**src/hdl/mofe_pkg.sv**
```systemverilog
// Constants, field layouts and carriers for the offload and function event register bank.
// Assumes a 32-bit classic Wishbone slave port with byte selects.
package mofe_pkg;

  // ---------------------------------------------------------------
  // Bus geometry
  // ---------------------------------------------------------------
  localparam int WB_ADR_W = 10;
  localparam int WB_DAT_W = 32;
  localparam int WB_SEL_W = 4;
  localparam int IDX_LSB  = 2;

  // ---------------------------------------------------------------
  // Register indices (byte address is four times the index)
  // ---------------------------------------------------------------
  localparam logic [7:0] IDX_RX_MAX_LEN = 8'hDA;
  localparam logic [7:0] IDX_CMD        = 8'hE0;
  localparam logic [7:0] IDX_RING_LO    = 8'hE4;
  localparam logic [7:0] IDX_RING_HI    = 8'hE8;
  localparam logic [7:0] IDX_ETX        = 8'hEC;
  localparam logic [7:0] IDX_FEVT       = 8'hF0;
  localparam logic [7:0] IDX_FFORCE     = 8'hFC;
  localparam logic [7:0] IDX_CFG3       = 8'hD4;

  // ---------------------------------------------------------------
  // Field positions and widths
  // ---------------------------------------------------------------
  localparam int RX_LEN_W       = 14;
  localparam int CMD_ENDIAN_BIT = 9;
  localparam int CMD_TAG_BIT    = 6;
  localparam int CMD_CSUM_BIT   = 5;
  localparam int CMD_DAC_BIT    = 4;
  localparam int CMD_MRW_BIT    = 3;
  localparam int ETX_W          = 6;
  localparam int ETX_UNIT_SHIFT = 5;
  localparam int EVT_A_BIT      = 15;
  localparam int GENERAL_WAKE_BIT      = 4;
  localparam int CFG3_CARD_BIT  = 3;
  localparam int CFG3_FREG_BIT  = 1;
  localparam logic [1:0] CMD_WORD_SEL = 2'h3;

  // ---------------------------------------------------------------
  // Reset values
  // ---------------------------------------------------------------
  localparam logic [RX_LEN_W-1:0] RST_RX_MAX_LEN = 14'h0000;
  localparam logic [ETX_W-1:0]    RST_ETX        = 6'h01;
  localparam logic [31:0]         RST_RING       = 32'h0000_0000;

  typedef struct packed {
    logic big_endian;
    logic rx_tag_strip_en;
    logic rx_csum_offload_en;
    logic dac_en;
    logic multi_rw_en;
  } mofe_cmd_s;

  typedef struct packed {
    logic                cyc;
    logic                stb;
    logic                we;
    logic [WB_ADR_W-1:0] adr;
    logic [WB_SEL_W-1:0] sel;
    logic [WB_DAT_W-1:0] dat;
  } mofe_wb_req_s;

  // Byte-lane merge of a write into a stored word
  function automatic logic [31:0] mofe_merge(input logic [31:0] old_v,
                                             input logic [31:0] new_v,
                                             input logic [3:0]  sel);
    logic [31:0] r;
    r = old_v;
    for (int i = 0; i < 4; i++) begin
      if (sel[i]) begin
        r[8*i +: 8] = new_v[8*i +: 8];
      end
    end
    return r;
  endfunction

endpackage

```
**src/hdl/mofe_event_bit.sv**
```systemverilog
// Sticky event flag with power-on reset only.
// Assumes set, clear and soft clear are synchronous one-cycle pulses.
`timescale 1ns/1ns
module mofe_event_bit (
  // Clock and power-on reset
  input  wire logic i_clk,
  input  wire logic i_npor,
  // Events
  input  wire logic i_set,
  input  wire logic i_clr,
  input  wire logic i_soft_clr,
  // Flag
  output logic      o_flag
);

  // ---------------------------------------------------------------
  // Flag
  // ---------------------------------------------------------------
  // Set beats clear
  always_ff @(posedge i_clk or negedge i_npor) begin
    if (!i_npor) begin
      o_flag <= 1'h0;
    end else if (i_set) begin
      o_flag <= 1'h1;
    end else if (i_clr || i_soft_clr) begin
      o_flag <= 1'h0;
    end
  end

  a_set_wins_clr: assert property (@(posedge i_clk) disable iff (!i_npor)
    i_set |=> o_flag) else $error("event flag lost a set");

endmodule

```
**src/hdl/mofe_tx_start.sv**
```systemverilog
// Early transmit start decision from FIFO fill level.
// Assumes the FIFO byte count and whole-packet flag are synchronous to i_clk.
`timescale 1ns/1ns
module mofe_tx_start
  import mofe_pkg::*;
#(
  parameter int CNT_W = 12
) (
  // Clock and reset
  input  wire logic             i_clk,
  input  wire logic             i_nrst,
  // Threshold and FIFO state
  input  wire logic [ETX_W-1:0] i_level,
  input  wire logic [CNT_W-1:0] i_fifo_bytes,
  input  wire logic             i_fifo_has_pkt,
  // Start request
  output logic                  o_start
);

  if (CNT_W < ETX_W + ETX_UNIT_SHIFT) begin : g_chk
    $error("CNT_W too narrow for the threshold");
  end

  logic [CNT_W-1:0] thr_bytes;

  assign thr_bytes = CNT_W'(i_level) << ETX_UNIT_SHIFT;

  always_ff @(posedge i_clk or negedge i_nrst) begin
    if (!i_nrst) begin
      o_start <= 1'h0;
    end else begin
      o_start <= (i_fifo_bytes >= thr_bytes) || i_fifo_has_pkt;
    end
  end

  a_tx_start_level: assert property (@(posedge i_clk) disable iff (!i_nrst)
    (i_fifo_bytes >= (CNT_W'(i_level) * CNT_W'(32))) |=> o_start)
    else $error("threshold reached without start");

  a_tx_start_cause: assert property (@(posedge i_clk) disable iff (!i_nrst)
    o_start |-> $past(i_fifo_has_pkt || (i_fifo_bytes >= thr_bytes)))
    else $error("start without cause");

endmodule

```
**src/hdl/mofe_regs.sv**
```systemverilog
// Offload command, receive length, ring base, early transmit and function event registers.
// Assumes a classic Wishbone master on i_clk and a separate power-on reset for event flags.
//
// Function
// - Receive length spans full 14-bit range
// - Command bit 6 enables tag removal
// - Command bit 5 enables receive checksum
// - Dual address only for nonzero upper address
// - Multi read/write ignores burst size limit
// - Command word changes only on writes selecting both low byte lanes
// - Ring base halves at E4h and E8h
// - Transmit starts at threshold or whole packet
// - Threshold counts in 32-byte units
// - Forced interrupt field sets event bit 15
// - Wake rise or force sets bit 4
// - Write one clears event, zero keeps
// - Event bits survive resets as specified
// - Event register needs both enable bits
// - Status change pin reports events, high
`timescale 1ns/1ns
module mofe_regs
  import mofe_pkg::*;
#(
  parameter int FIFO_CNT_W = 12
) (
  // Clock and resets
  input  wire logic                  i_clk,
  input  wire logic                  i_nrst,
  input  wire logic                  i_npor,
  input  wire logic                  i_soft_rst,
  // Wishbone slave
  input  wire mofe_pkg::mofe_wb_req_s i_wb,
  output logic                       o_wb_ack,
  output logic [mofe_pkg::WB_DAT_W-1:0] o_wb_dat,
  // Receive configuration
  output logic [mofe_pkg::RX_LEN_W-1:0] o_rx_max_len,
  output logic                       o_rx_accept_en,
  output mofe_pkg::mofe_cmd_s        o_cmd,
  output logic [63:0]                o_rx_desc_base,
  // DMA steering
  input  wire logic [31:0]           i_buf_addr_hi,
  output logic                       o_use_dac,
  output logic                       o_burst_limit_en,
  // Transmit FIFO
  input  wire logic [FIFO_CNT_W-1:0] i_tx_fifo_bytes,
  input  wire logic                  i_tx_fifo_has_pkt,
  output logic                       o_tx_start,
  // Function events
  input  wire logic                  i_present_wake,
  output logic                       o_status_change_pin
);

  if (FIFO_CNT_W < 11) begin : g_chk
    $error("FIFO_CNT_W must hold 2K byte counts");
  end

  // ---------------------------------------------------------------
  // Storage
  // ---------------------------------------------------------------
  logic [RX_LEN_W-1:0] rx_max_len;
  mofe_cmd_s           cmd;
  logic [31:0]         ring_lo;
  logic [31:0]         ring_hi;
  logic [ETX_W-1:0]    early_tx_level;
  logic                card_en;
  logic                func_regs_en;
  logic                wake_q;
  logic                event_a;
  logic                general_wake;
  logic                ack;
  logic [31:0]         next_rdat;
  logic [31:0]         wmerge;

  // ---------------------------------------------------------------
  // Bus decode
  // ---------------------------------------------------------------
  logic       req;
  logic       wr;
  logic [7:0] idx;
  logic       fevt_on;
  logic       cmd_word_wr;
  logic       set_a;
  logic       set_g;
  logic       clr_a;
  logic       clr_g;

  assign req     = i_wb.cyc && i_wb.stb && !ack;
  assign wr      = i_wb.cyc && i_wb.stb && i_wb.we && ack;
  assign idx     = i_wb.adr[IDX_LSB +: 8];
  assign wmerge  = i_wb.dat;
  assign fevt_on = card_en && func_regs_en;
  // Only a full 16-bit lane pair
  assign cmd_word_wr = wr && (idx == IDX_CMD) && (i_wb.sel[1:0] == CMD_WORD_SEL);
  assign set_a = wr && fevt_on && (idx == IDX_FFORCE) && i_wb.sel[EVT_A_BIT/8]
                 && i_wb.dat[EVT_A_BIT];
  assign set_g = (i_present_wake && !wake_q)
                 || (wr && fevt_on && (idx == IDX_FFORCE) && i_wb.sel[GENERAL_WAKE_BIT/8]
                     && i_wb.dat[GENERAL_WAKE_BIT]);
  assign clr_a = wr && fevt_on && (idx == IDX_FEVT) && i_wb.sel[EVT_A_BIT/8]
                 && i_wb.dat[EVT_A_BIT];
  assign clr_g = wr && fevt_on && (idx == IDX_FEVT) && i_wb.sel[GENERAL_WAKE_BIT/8]
                 && i_wb.dat[GENERAL_WAKE_BIT];

  // ---------------------------------------------------------------
  // Bus answer
  // ---------------------------------------------------------------
  // Every access, mapped or not, is answered one cycle later; writes land on the ack edge
  always_ff @(posedge i_clk or negedge i_nrst) begin
    if (!i_nrst) begin
      ack <= 1'h0;
    end else begin
      ack <= req;
    end
  end

  always_comb begin
    next_rdat = '0;
    case (idx)
      IDX_RX_MAX_LEN: begin
        next_rdat = 32'(rx_max_len);
      end
      IDX_CMD: begin
        next_rdat[CMD_ENDIAN_BIT] = cmd.big_endian;
        next_rdat[CMD_TAG_BIT]    = cmd.rx_tag_strip_en;
        next_rdat[CMD_CSUM_BIT]   = cmd.rx_csum_offload_en;
        next_rdat[CMD_DAC_BIT]    = cmd.dac_en;
        next_rdat[CMD_MRW_BIT]    = cmd.multi_rw_en;
      end
      IDX_RING_LO: begin
        next_rdat = ring_lo;
      end
      IDX_RING_HI: begin
        next_rdat = ring_hi;
      end
      IDX_ETX: begin
        next_rdat = 32'(early_tx_level);
      end
      IDX_FEVT: begin
        // Reads as zero while the function registers are disabled
        next_rdat[EVT_A_BIT] = fevt_on && event_a;
        next_rdat[GENERAL_WAKE_BIT] = fevt_on && general_wake;
      end
      IDX_CFG3: begin
        next_rdat[CFG3_CARD_BIT] = card_en;
        next_rdat[CFG3_FREG_BIT] = func_regs_en;
      end
      default: begin
        next_rdat = '0;
      end
    endcase
  end

  always_ff @(posedge i_clk or negedge i_nrst) begin
    if (!i_nrst) begin
      o_wb_dat <= '0;
    end else if (req && !i_wb.we) begin
      o_wb_dat <= next_rdat;
    end
  end
  assign o_wb_ack = ack;

  // ---------------------------------------------------------------
  // Receive length
  // ---------------------------------------------------------------
  // All 14 bits stored
  always_ff @(posedge i_clk or negedge i_nrst) begin
    if (!i_nrst) begin
      rx_max_len <= RST_RX_MAX_LEN;
    end else if (wr && (idx == IDX_RX_MAX_LEN)) begin
      rx_max_len <= RX_LEN_W'(mofe_merge(32'(rx_max_len), wmerge, i_wb.sel));
    end
  end
  always_ff @(posedge i_clk or negedge i_nrst) begin
    if (!i_nrst) begin
      o_rx_accept_en <= 1'h0;
    end else begin
      o_rx_accept_en <= (rx_max_len != RST_RX_MAX_LEN);
    end
  end
  assign o_rx_max_len = rx_max_len;

  // ---------------------------------------------------------------
  // Offload command word
  // ---------------------------------------------------------------
  // Command fields
  always_ff @(posedge i_clk or negedge i_nrst) begin
    if (!i_nrst) begin
      cmd <= '0;
    end else if (cmd_word_wr) begin
      cmd.big_endian         <= i_wb.dat[CMD_ENDIAN_BIT];
      cmd.rx_tag_strip_en    <= i_wb.dat[CMD_TAG_BIT];
      cmd.rx_csum_offload_en <= i_wb.dat[CMD_CSUM_BIT];
      cmd.dac_en             <= i_wb.dat[CMD_DAC_BIT];
      cmd.multi_rw_en        <= i_wb.dat[CMD_MRW_BIT];
    end
  end
  assign o_cmd = cmd;

  // Dual address for high buffers only
  always_ff @(posedge i_clk or negedge i_nrst) begin
    if (!i_nrst) begin
      o_use_dac <= 1'h0;
    end else begin
      o_use_dac <= cmd.dac_en && (i_buf_addr_hi != 32'h0000_0000);
    end
  end

  always_ff @(posedge i_clk or negedge i_nrst) begin
    if (!i_nrst) begin
      o_burst_limit_en <= 1'h1;
    end else begin
      o_burst_limit_en <= !cmd.multi_rw_en;
    end
  end

  // ---------------------------------------------------------------
  // Receive descriptor ring base
  // ---------------------------------------------------------------
  // Low and high halves
  always_ff @(posedge i_clk or negedge i_nrst) begin
    if (!i_nrst) begin
      ring_lo <= RST_RING;
      ring_hi <= RST_RING;
    end else if (wr && (idx == IDX_RING_LO)) begin
      ring_lo <= mofe_merge(ring_lo, wmerge, i_wb.sel);
    end else if (wr && (idx == IDX_RING_HI)) begin
      ring_hi <= mofe_merge(ring_hi, wmerge, i_wb.sel);
    end
  end
  // Alignment is left to software; low bits are kept as written
  assign o_rx_desc_base = {ring_hi, ring_lo};

  // ---------------------------------------------------------------
  // Early transmit threshold
  // ---------------------------------------------------------------
  always_ff @(posedge i_clk or negedge i_nrst) begin
    if (!i_nrst) begin
      early_tx_level <= RST_ETX;
    end else if (wr && (idx == IDX_ETX)) begin
      early_tx_level <= ETX_W'(mofe_merge(32'(early_tx_level), wmerge, i_wb.sel));
    end
  end
  // Code zero starts at once; it is reserved, so nothing better is owed
  mofe_tx_start #(
    .CNT_W(FIFO_CNT_W)
  ) u_tx_start (
    .i_clk         (i_clk),
    .i_nrst        (i_nrst),
    .i_level       (early_tx_level),
    .i_fifo_bytes  (i_tx_fifo_bytes),
    .i_fifo_has_pkt(i_tx_fifo_has_pkt),
    .o_start       (o_tx_start)
  );

  // ---------------------------------------------------------------
  // Function enables
  // ---------------------------------------------------------------
  always_ff @(posedge i_clk or negedge i_nrst) begin
    if (!i_nrst) begin
      card_en      <= 1'h0;
      func_regs_en <= 1'h0;
    end else if (wr && (idx == IDX_CFG3) && i_wb.sel[0]) begin
      card_en      <= i_wb.dat[CFG3_CARD_BIT];
      func_regs_en <= i_wb.dat[CFG3_FREG_BIT];
    end
  end

  // ---------------------------------------------------------------
  // Function events
  // ---------------------------------------------------------------
  // Edge detector on power-on reset so a bus reset cannot fake a rise
  always_ff @(posedge i_clk or negedge i_npor) begin
    if (!i_npor) begin
      wake_q <= 1'h0;
    end else begin
      wake_q <= i_present_wake;
    end
  end

  mofe_event_bit u_event_a (
    .i_clk     (i_clk),
    .i_npor    (i_npor),
    .i_set     (set_a),
    .i_clr     (clr_a),
    .i_soft_clr(1'h0),
    .o_flag    (event_a)
  );

  // Wake bit ignores the reset pin only
  mofe_event_bit u_general_wake (
    .i_clk     (i_clk),
    .i_npor    (i_npor),
    .i_set     (set_g),
    .i_clr     (clr_g),
    .i_soft_clr(i_soft_rst),
    .o_flag    (general_wake)
  );

  always_ff @(posedge i_clk or negedge i_npor) begin
    if (!i_npor) begin
      o_status_change_pin <= 1'h0;
    end else begin
      o_status_change_pin <= fevt_on && (event_a || general_wake);
    end
  end

  // ---------------------------------------------------------------
  // Checks
  // ---------------------------------------------------------------
  a_cmd_byte_ignored: assert property (@(posedge i_clk) disable iff (!i_nrst)
    (wr && (idx == IDX_CMD) && (i_wb.sel[1:0] != CMD_WORD_SEL)) |=> $stable(cmd))
    else $error("byte write changed command word");
  a_tag_strip_wr: assert property (@(posedge i_clk) disable iff (!i_nrst)
    cmd_word_wr |=> (o_cmd.rx_tag_strip_en == $past(i_wb.dat[CMD_TAG_BIT])))
    else $error("tag strip enable not taken");
  a_csum_en_wr: assert property (@(posedge i_clk) disable iff (!i_nrst)
    cmd_word_wr |=> (o_cmd.rx_csum_offload_en == $past(i_wb.dat[CMD_CSUM_BIT])))
    else $error("checksum enable not taken");
  a_endian_wr: assert property (@(posedge i_clk) disable iff (!i_nrst)
    cmd_word_wr |=> (o_cmd.big_endian == $past(i_wb.dat[CMD_ENDIAN_BIT])))
    else $error("endian select not taken");
  a_dac_high_only: assert property (@(posedge i_clk) disable iff (!i_nrst)
    o_use_dac |-> ($past(i_buf_addr_hi) != 32'h0000_0000) && $past(cmd.dac_en))
    else $error("dual address for low buffer");
  a_burst_cap_off: assert property (@(posedge i_clk) disable iff (!i_nrst)
    cmd.multi_rw_en [*2] |-> !o_burst_limit_en)
    else $error("burst cap kept under multi read/write");
  a_len_full_range: assert property (@(posedge i_clk) disable iff (!i_nrst)
    (wr && (idx == IDX_RX_MAX_LEN) && (i_wb.sel[1:0] == CMD_WORD_SEL))
    |=> (o_rx_max_len == $past(i_wb.dat[RX_LEN_W-1:0])))
    else $error("receive length truncated");
  a_ring_lo_map: assert property (@(posedge i_clk) disable iff (!i_nrst)
    (wr && (idx == IDX_RING_LO) && (i_wb.sel == 4'hF))
    |=> (o_rx_desc_base[31:0] == $past(i_wb.dat)) && $stable(o_rx_desc_base[63:32]))
    else $error("ring base low half misplaced");
  a_force_sets_a: assert property (@(posedge i_clk) disable iff (!i_nrst || !i_npor)
    set_a |=> event_a ##1 (o_status_change_pin || !fevt_on))
    else $error("forced interrupt not latched");
  a_wake_rise: assert property (@(posedge i_clk) disable iff (!i_nrst || !i_npor)
    (i_present_wake && !wake_q) |=> general_wake)
    else $error("wake rise missed");
  a_w1c_clear: assert property (@(posedge i_clk) disable iff (!i_nrst || !i_npor)
    (clr_a && !set_a) |=> !event_a)
    else $error("write one did not clear");
  a_soft_keeps_a: assert property (@(posedge i_clk) disable iff (!i_npor)
    (event_a && !clr_a) |=> event_a)
    else $error("interrupt bit lost without clear");
  a_pin_gated: assert property (@(posedge i_clk) disable iff (!i_npor)
    o_status_change_pin |-> $past(fevt_on))
    else $error("pin raised while disabled");
  a_pin_follows: assert property (@(posedge i_clk) disable iff (!i_npor)
    (fevt_on && (event_a || general_wake)) |=> o_status_change_pin)
    else $error("pin missed pending event");

endmodule

```
**config.mk**
```make
export PLATFORM = sky130hd
export DESIGN_NAME = mofe_regs
export DESIGN_NICKNAME = d
export VERILOG_FILES = /design/src/hdl/mofe_pkg.sv /design/src/hdl/mofe_event_bit.sv /design/src/hdl/mofe_tx_start.sv /design/src/hdl/mofe_regs.sv
export SDC_FILE = /design/constraint.sdc
export NUM_CORES = 1
export LEC_CHECK = 0
export BUFFER_PORTS_ARGS = -buffer_cell sky130_fd_sc_hd__buf_2
export CORE_ASPECT_RATIO = 2
export CORE_MARGIN = 2
export CORE_UTILIZATION = 35
export DETAILED_ROUTE_END_ITERATION = 6
export PLACE_DENSITY = 0.61
export SLEW_MARGIN = 20
export SYNTH_ARGS = -nofsm -noshare
export SYNTH_HDL_FRONTEND = slang
export SYNTH_HIERARCHICAL = 1
export SYNTH_SLANG_ARGS = --single-unit
```
**constraint.sdc**
```tcl
create_clock -name i_clk -period 2.44 [get_ports i_clk]
set_clock_uncertainty 0.2 [all_clocks]
set_input_delay 0.488 -clock i_clk [delete_from_list [all_inputs] [get_ports i_clk]]
set_output_delay 0.488 -clock i_clk [all_outputs]
set_load 0.03 [all_outputs]
```
==> results.md, run 1 <==
Timing:
- The sum of negative setup slack is 0 ns.
- The number of failing hold endpoints at the final stage is 0.
- The clock period could shrink to 2.07 ns.
- The number of pins with negative max-slew slack in the final report is 0.
- Setup repair after global routing left no endpoint under its margin.
- The count of endpoints failing setup in the final report is 0.
- The transition time of the tightest slew-check pin is 0.501 ns.
- In this run the tightest slew margin relative to its limit is 66.3%.
- Setup slack closes at 0.368 ns.
- The tightest hold path in the finished design has a slack of 0.0985 ns.
- Based on the critical path, the design can be clocked at up to 483 MHz.
- After layout, the worst path uses 84.9% of the clock period.

Drt:
- The DRC violation count after routing is 0.
- The DRC violation total after the first TritonRoute iteration is 207.
- The mean number of vias per cell is 5.16.
- After detailed routing, the total wire length is 16,500 um.
- The routed layout has 4,705 vias.
- Once detail routing completed, the nets flagged for antenna violations numbered 0.
- After detailed routing, the average wire length per cell comes to 18.0 um.
- The first detailed-routing pass ran for 4 iterations.

Setup path:
- STA puts the critical path data arrival time at 2.16 ns.
- On the worst path, the slowest cell contributes a delay of 0.45 ns.
- STA classifies the critical path startpoint as a flip-flop.
- Among the stages of the critical path, the cell type that occurs most often is and4_1.
- The slowest library cell on the worst path is and4_1.
- Along the worst path, the maximum fanout reaches 5.
- The kind of cell adding the most delay to the critical path is simple AND/OR/NAND/NOR gates.
- The worst path required time is 2.53 ns.
- The critical path goes through and4_1, and2_0, and4_1, mux2_2.
- The critical path contains buffers and inverters numbering 0 combined.
- The capturing element type of the critical path is a flip-flop.
- The critical path start-end classification is flip-flop to flip-flop.

Synth:
- Summed over all instances, the cell type with the most area after synthesis is dfrtp_1.
- In this run the mean area of a mapped cell was 12.9 um2.
- The proportion of synthesized flip-flops having asynchronous set or reset is 100%.
- After synthesis the netlist holds a flip-flop and latch count of 132.
- The post-synthesis instance area is 5860 um2.
- When the netlist entered floorplanning its net count stood at 559.
- Synthesis produced a netlist whose cell count is 454.
- The number of synthesized flops with an enable pin is 0.
- The portion of the post-synthesis area used by sequential elements is 56.4%.
- For this run, the leading register cell type out of synthesis is dfrtp_1.
- In this run the biggest area consumer among cell types represents 55.5% of the synthesized area.
- Sorting the synthesized cells by area gives the leading types as dfrtp_1 55%, mux2_2 17%, a22oi_1 3.7%.
- Yosys printed 6 warnings.
- The synthesized netlist contains 49 unique library cells.

Power:
- In this run the static leakage power is 4.15 nW.
- Internal power comes to 3.99 mW.
- The proportion of power drawn by the clock network is 44.5%.
- The switching power is 1.44 mW.
- In this run, flip-flops and latches consume 43.4% of the power.
- Of the total power, combinational logic draws 12.1%.
- In this run switching power makes up 26.5% of total power.
- Dividing total power by cell area gives a power density of 688 nW/um2.
- The worst ir drop on vdd is 0.476 mV.

Clock network:
- The post-CTS clock slew at the launch and capture registers of the worst setup and hold paths is 0.06 ns.
- The worst-skew pair later-pin latency is 0.41 ns.
- The tree is rooted in a clkbuf_16.
- The CTS buffer count is 17.
- TritonCTS built the clock tree.
- The clock passes through at most 2 buffers.
- The CTS H-tree depth is 4.
- Clock tree synthesis found a total of 132 sinks.

Global routing:
- Global routing used 18.7% of the available tracks across all layers.
- The total global routing overflow is 0.
- The initial antenna violation count came to 0.
- The number of global-route vias before repair is 4,651.
- The maximum number of pins on one net before global-route repair is 65.
- The first global-routing pass estimated 25,400 um of wire.

Floorplanning:
- The y dimension of the die is 187 um.
- The floorplan core area is 16,600 um2.
- The die covers 17,900 um2.
- In this run the core area contains 67 standard-cell rows.
- The top-level I/O count is 220.
- The width of the die is 95.5 um.
- The effective utilization at floorplan is 35.3%.

Layout:
- For this run, the post-layout net count is 798.
- The number of antenna diodes in the final layout is 0.
- The layout has 1,593 filler cells.
- The synthesis-to-layout area growth is 34.6%.
- The share of cells above drive strength 1 is 53.8%.

Placed design:
- The HPWL after detailed placement is 11,900 um.
- The number of buffers inserted by port buffering is 217.
- The final estimated routing congestion in global placement is 0.767.
- The worst-case setup slack after placement is 0.101 ns.

Min path:
- The tightest min-delay check is of the input port to flip-flop type.

Flow run:
- The tool flagged a number of max-cap violations equal to 0.

Status:
- The run finished with clean final reports.
cell usage after synthesis, drive strengths merged (2+ instances only):
master	number
nand4	4
o22ai	2
mux2i	3
a21o	4
clkbuf	10
dfstp	2
nand3	12
nor3	4
buf	11
mux2	93
o21ai	2
dfrtp	130
nor2	39
ha	6
nand2	9
and2	4
and4	2
a21oi	30
a22oi	29
nor4	13
nor4b	2
and4b	3
a222oi	2
nand4b	2
o2bb2ai	2
inv	10
mux4	2
a22o	11
logic make-up (layout without fill, tap and decap cells):
| kind of cell | count (synthesis) | after routing | synth area share (%) |
|---|---|---|---|
| adders and majority gates | 6 | 6 | 1.28 |
| other | 1 | 1 | 0.0639 |
| and+or+nand+nor | 98 | 98 | 10.0 |
| AOI/OAI and AO/OA | 88 | 88 | 10.5 |
| buffers and inverters | 31 | 282 | 2.56 |
| DFF | 132 | 132 | 56.4 |
| muxes | 98 | 98 | 19.3 |
placed cells by master (no fill, tap or decap), types with 3 or more instances in the layout:
cell	count
a21o_1	4
a21oi_1	30
a22o_1	11
a22oi_1	29
and4b_1	3
buf_2	216
buf_4	19
clkbuf_16	17
clkbuf_8	3
clkinv_2	3
clkinv_4	4
dfrtp_1	130
dlygate4sd3_1	3
ha_1	6
inv_1	10
mux2_2	91
mux2i_1	3
nand2_1	7
nand3_1	8
nand4_1	4
nor2_1	39
nor3_1	3
nor4_1	13
per-stage QoR:
| step | std cells | cell area, um2 | power, mW | utilization (%) |
|---|---|---|---|---|
| floorplan | 454 | 5860 | 2.73 | - |
| global placement | 878 | 7290 | 3.04 | 43.9 |
| detailed placement | 878 | 7290 | 3.05 | 43.9 |
| CTS | 912 | 7890 | 5.49 | 47.5 |
| global route | 912 | 7890 | 5.68 | 47.5 |
| finish | 912 | 7890 | 5.43 | 47.5 |
power groups by stage:
stage / Combinational (mW) / Clock, mW / Sequential [mW]
finish: 0.657 / 2.42 / 2.35
global route: 0.721 / 2.59 / 2.36
CTS: 0.666 / 2.47 / 2.35
detailed placement: 0.660 / 0 / 2.39
global placement: 0.654 / 0 / 2.39
floorplan: 0.138 / 0 / 2.59
worst register-to-register path, delay by kind of cell (launching register included):
kind | cells | cell delay [ns]
multiplexers | 1 | 0.38
flip-flops | 1 | 0.40
AND/OR/NAND/NOR | 3 | 0.98
metal layers:
layer	GRT usage [%]	part of all wire [%]	up-vias
li1	-	-	2180
met2	28.3	46	221
met5	0	0	-
met1	26.5	43	2288
met3	5.36	9.6	16
met4	4.67	0.97	0
cell type report:
class | count | area (um2) | share of cell area [%]
sequential | 132 | 3310 | 41.9
clock inverter | 11 | 104 | 1.32
clock buffer | 20 | 467 | 5.91
multi-input combinational | 291 | 2410 | 30.6
tap | 207 | 259 | 3.28
inverter | 10 | 37.5 | 0.476
timing repair buffer | 241 | 1310 | 16.5
sequential cells by signal, indices dropped and copies added (netlist names), 5 cells and up:
signal	cells
o_wb_dat	32
o_cmd	5
ring_hi	32
ring_lo	32
o_rx_max_len	14
early_tx_level	6
repair_timing:
| action | 4_1_cts | 5_1_grt |
|---|---|---|
| hold buffers | 3 | 0 |
| endpoints found under the setup margin | 0 | 0 |
| endpoints found under the hold margin | 44 | 0 |
| gates resized for setup | 0 | 0 |
| buffers inserted | 0 | 0 |
worst paths after layout:
check / slack (ns) / cells past startpoint / to / startpoint
setup / recovery: 0.37 / 4 / o_cmd[3] / o_wb_ack
hold / removal: 0.1 / 3 / u_tx_start/o_start / i_tx_fifo_has_pkt
setup reg to reg: 0.37 / 4 / o_cmd[3] / o_wb_ack
hold reg to reg: 0.23 / 1 / o_burst_limit_en / o_cmd[0]
max in group asynchronous: 1.02 / 3 / ring_lo[14] / i_nrst
min in group asynchronous: 0.22 / 2 / wake_q / i_npor
(Power assumes the default switching activity.)
==> run 2, diff against run 1 <==
--- a/config.mk
+++ b/config.mk
@@ -5,12 +5,13 @@
 export SDC_FILE = /design/constraint.sdc
 export NUM_CORES = 1
 export LEC_CHECK = 0
+export ABC_AREA = 1
 export BUFFER_PORTS_ARGS = -buffer_cell sky130_fd_sc_hd__buf_2
 export CORE_ASPECT_RATIO = 2
 export CORE_MARGIN = 2
 export CORE_UTILIZATION = 35
 export DETAILED_ROUTE_END_ITERATION = 6
-export PLACE_DENSITY = 0.61
+export PLACE_DENSITY = 0.63
 export SLEW_MARGIN = 20
 export SYNTH_ARGS = -nofsm -noshare
 export SYNTH_HDL_FRONTEND = slang
==> constraint.sdc (replaced) <==
create_clock -name i_clk -period 1.7 [get_ports i_clk]
set_clock_uncertainty 0.2 [all_clocks]
set_input_delay 0.34 -clock i_clk [delete_from_list [all_inputs] [get_ports i_clk]]
set_output_delay 0.34 -clock i_clk [all_outputs]
set_load 0.03 [all_outputs]
==> run 2 against run 1 <==
Sequential power is 40% higher. Global-route usage is 1.6 points higher. Routed wire length is 14% higher. Register-to-register slack worse by 0.34 ns. Worst hold slack worse by 0.084 ns. Critical path depth is 2 higher. Maximum frequency is 24% higher. Combinational power is 29% higher. Non-clock buffer count is 41 higher. Sequential share of layout area is 3.4 points lower. Critical path type unchanged. Largest cell class unchanged.
==> results.md, run 2 <==
Flow run:
- The reported max-cap violation count is 0.

Layout:
- The number of non-filler instances in the completed layout is 1,231.
- From synthesis to final layout, the design area changed by 42.4%.
- The share of cells above drive strength 1 is 33.0%.
- The final net count is 1,113.
- The library cell used most frequently in the layout, excluding fill and tap cells, is nand2_1.
- The top cell types in the final layout, fill and taps aside, are 219 x nand2_1, 216 x buf_2, 129 x dfrtp_1.
- The largest registers in the layout are o_wb_dat (32), ring_hi (32), ring_lo (32).

Power:
- The internal power of the cells is 6.19 mW.
- In this run, the combinational gates consume 10.4% of the power.
- The post-layout total power is 8.16 mW.
- Net switching is 24.2% of the power.
- The switching power is 1.98 mW.
- The proportion of power drawn by the clock network is 49.2%.
- The part of the total power dissipated in sequential elements is 40.4%.
- The worst ir drop on vdd is 0.888 mV.
- In this run the static leakage power is 4.61 nW.
- The power density normalized to cell area is 950 nW/um2.

Drt:
- Dividing the detail-routed via count by the number of cells gives 4.76.
- The routed layout has 5,856 vias.
- The detailed-routing iteration count for the pre-antenna-repair pass is 6.
- The count of antenna-violating nets left after detailed routing is 0.
- The routed wire length is 18,800 um.
- In the final routed layout, each cell accounts on average for 15.3 um.
- For this run, design rule violations remaining after detail routing come to 0.
- The DRC violation total after the first TritonRoute iteration is 199.

Placed design:
- Including well taps, the total number of placed cells is 1,172.
- At the end of routability-driven placement, the weighted congestion stood at 0.846.
- The number of buffers inserted by port buffering is 217.
- Detailed placement ended at an HPWL of 14,100 um.
- The worst-case setup slack after placement is -0.148 ns.

Synth:
- The largest total area in the synthesized netlist belongs to dfrtp_1.
- The average instance in the mapped netlist occupies 8.25 um2.
- nand2_1 is the most common cell in the netlist.
- The synthesized netlist occupies a cell area of 6030 um2.
- The number of library cell types mapped by synthesis is 32.
- Synthesis produced 731 cells.
- The top-area cell type share of the netlist area is 54.0%.
- By area the synthesized netlist is led by dfrtp_1 54%, nand2_1 14%, o21ai_1 6.9%.
- After synthesis, the share of flip-flops with an asynchronous set or reset is 100%.
- The synthesis-stage register bit count is 132.
- The most used flip-flop cell after synthesis is dfrtp_1.
- The synthesized design contains 0 enable-type register cells.
- The synthesized netlist net count is 836.
- Yosys printed 6 warnings.
- The commonest cells after synthesis are 225 x nand2_1, 130 x dfrtp_1, 83 x o21ai_1, 71 x inv_1, 68 x nor2_1.
- The portion of the post-synthesis area used by sequential elements is 54.8%.

Min path:
- The class of the worst hold path is input port to flip-flop.
- Along the worst hold path, the cell count comes to 3.

Timing:
- The count of endpoints failing setup in the final report is 0.
- The maximum clock frequency is 599 MHz.
- The number of failing hold endpoints at the final stage is 0.
- The post-route clock period utilization is 98.2%.
- The number of pins with negative max-slew slack in the final report was 0.
- The worst setup slack after layout is 0.0300 ns.
- The smallest clock period supported by the final layout is computed as 1.67 ns.
- Setup repair after global routing could not meet its margin everywhere.

Global routing:
- The initial antenna violation count is 3.
- Global routing used 20.3% of the available tracks across all layers.
- Entering global routing, the biggest net connects 45 pins.
- The number of global-route vias before repair is 5,710.
- The global-route wire length before repair is 29,200 um.
- Global routing finished with a remaining overflow of 0.

Floorplanning:
- After floorplanning, the core was divided into 67 placement rows.
- The floorplan core area is 16,800 um2.
- For this design the top-level I/O count stands at 220.
- The die area is 18,400 um2.
- The y dimension of the die is 190 um.
- The effective utilization at floorplan is 35.8%.
- The die is 96.8 um wide.

Clock network:
- The CTS buffer count is 17.
- The post-CTS clock slew at the launch and capture registers of the worst setup and hold paths is 0.06 ns.
- The clock passes through at most 2 buffers.
- In this run the number of H-tree levels came out at 4.
- The clock tree from TritonCTS is built.
- The later pin in the worst-skew pair is clocked with a latency of 0.41 ns.
- In this run the clock root is driven by a clkbuf_16.
- Counting every sink on the clock net gives 132.

Status:
- The flow ran to the end, and the final reports show no timing, DRC or antenna violations.

Setup path:
- The worst path buffer plus inverter count is 3.
- Data on the critical path is required at its endpoint by 1.80 ns.
- The worst setup path is launched from a flip-flop.
- The slowest stage of the critical path is the dfrtp_2 cell.
- Traced cell by cell, the critical path runs through buf_6, nor3_4, buf_4, o21ai_0, inv_1, a21oi_1.
- The critical path runs through a total of 6 cells.
- Grouping stages by cell kind, the critical path spends the most delay in buffers and inverters.
- The number of cells on the worst reg-to-reg path is 6.
- Of all nets on the critical path, the largest fanout is 10.
- The critical path start-end classification is flip-flop to flip-flop.
- The worst stage delay on the critical path is 0.41 ns.
- Data on the critical path arrives at its endpoint at 1.77 ns.
- STA classifies the critical path endpoint as a flip-flop.
==> run 2: per-layer routing <==
metal	part of all wire [%]	vias to the layer above	global-route usage (%)
met5	0	-	0
met4	4.5	0	11.2
met3	5.8	47	4.11
met2	53	211	36.6
met1	37	2693	22.1
li1	-	2905	-
==> run 2: cells by family after synthesis <==
| group | synth area share, % |
|---|---|
| AND/OR/NAND/NOR | 25.7 |
| other | 0.0622 |
| flip-flops | 54.8 |
| adder cells (fa/ha/maj) | 1.25 |
| AO/OA/AOI/OAI | 11.2 |
| buffers and inverters | 6.95 |
==> run 2: final timing paths <==
path / slack, ns / from / to
max in group asynchronous: 0.50 / i_nrst / o_burst_limit_en
hold reg to reg: 0.26 / o_cmd[0] / o_burst_limit_en
hold / removal: 0.01 / i_wb[13] / ring_lo[13]
setup / recovery: 0.03 / o_wb_ack / o_wb_dat[5]
min in group asynchronous: 0.08 / i_npor / u_event_a/o_flag
setup reg to reg: 0.03 / o_wb_ack / o_wb_dat[5]
==> run 2: per-stage QoR <==
step	instance area [um2]	hold slack (ns)	util [%]	setup TNS (ns)
after floorplan	6030	-0.156	-	0
after global placement	7640	-0.0471	45.4	-6.33
after detailed placement	7640	-0.0452	45.4	-7.57
after CTS	8520	0.0000361	50.6	-0.00459
after global routing	8590	0.0216	51.0	-0.0878
final	8590	0.0142	51.0	0
==> run 2: area by class of cell <==
| class | count | area, um2 |
|---|---|---|
| diodes | 3 | 7.51 |
| clock buffers | 18 | 439 |
| clock inverters | 14 | 209 |
| fillers | 1645 | 8260 |
| inverters | 76 | 294 |
| multi-input cells | 499 | 2340 |
| flip-flops and latches | 132 | 3310 |
| well taps | 207 | 259 |
| repair buffers | 282 | 1730 |
==> run 2: power by group through the flow <==
stage	clock network, mW	logic [mW]	registers [mW]
floorplan	0	0.205	3.55
global placement	0	0.800	3.35
finish	4.02	0.850	3.30
global route	4.21	0.924	3.31
CTS	4.09	0.854	3.30
detailed placement	0	0.808	3.35
==> run 2: worst reg2reg max path: stages (launching register included) <==
cell and delay, ns:
dfrtp_2 0.41, buf_6 0.13, nor3_4 0.32, buf_4 0.28, o21ai_0 0.11, inv_1 0.06
a21oi_1 0.06
==> run 2: timing repair <==
item	in CTS	in global routing
cloned	0	0
pin swaps	0	1
buffers inserted	0	1
endpoints found under the hold margin	125	0
endpoints found under the setup margin	2	38
hold buffers	23	0
resized for setup	0	12
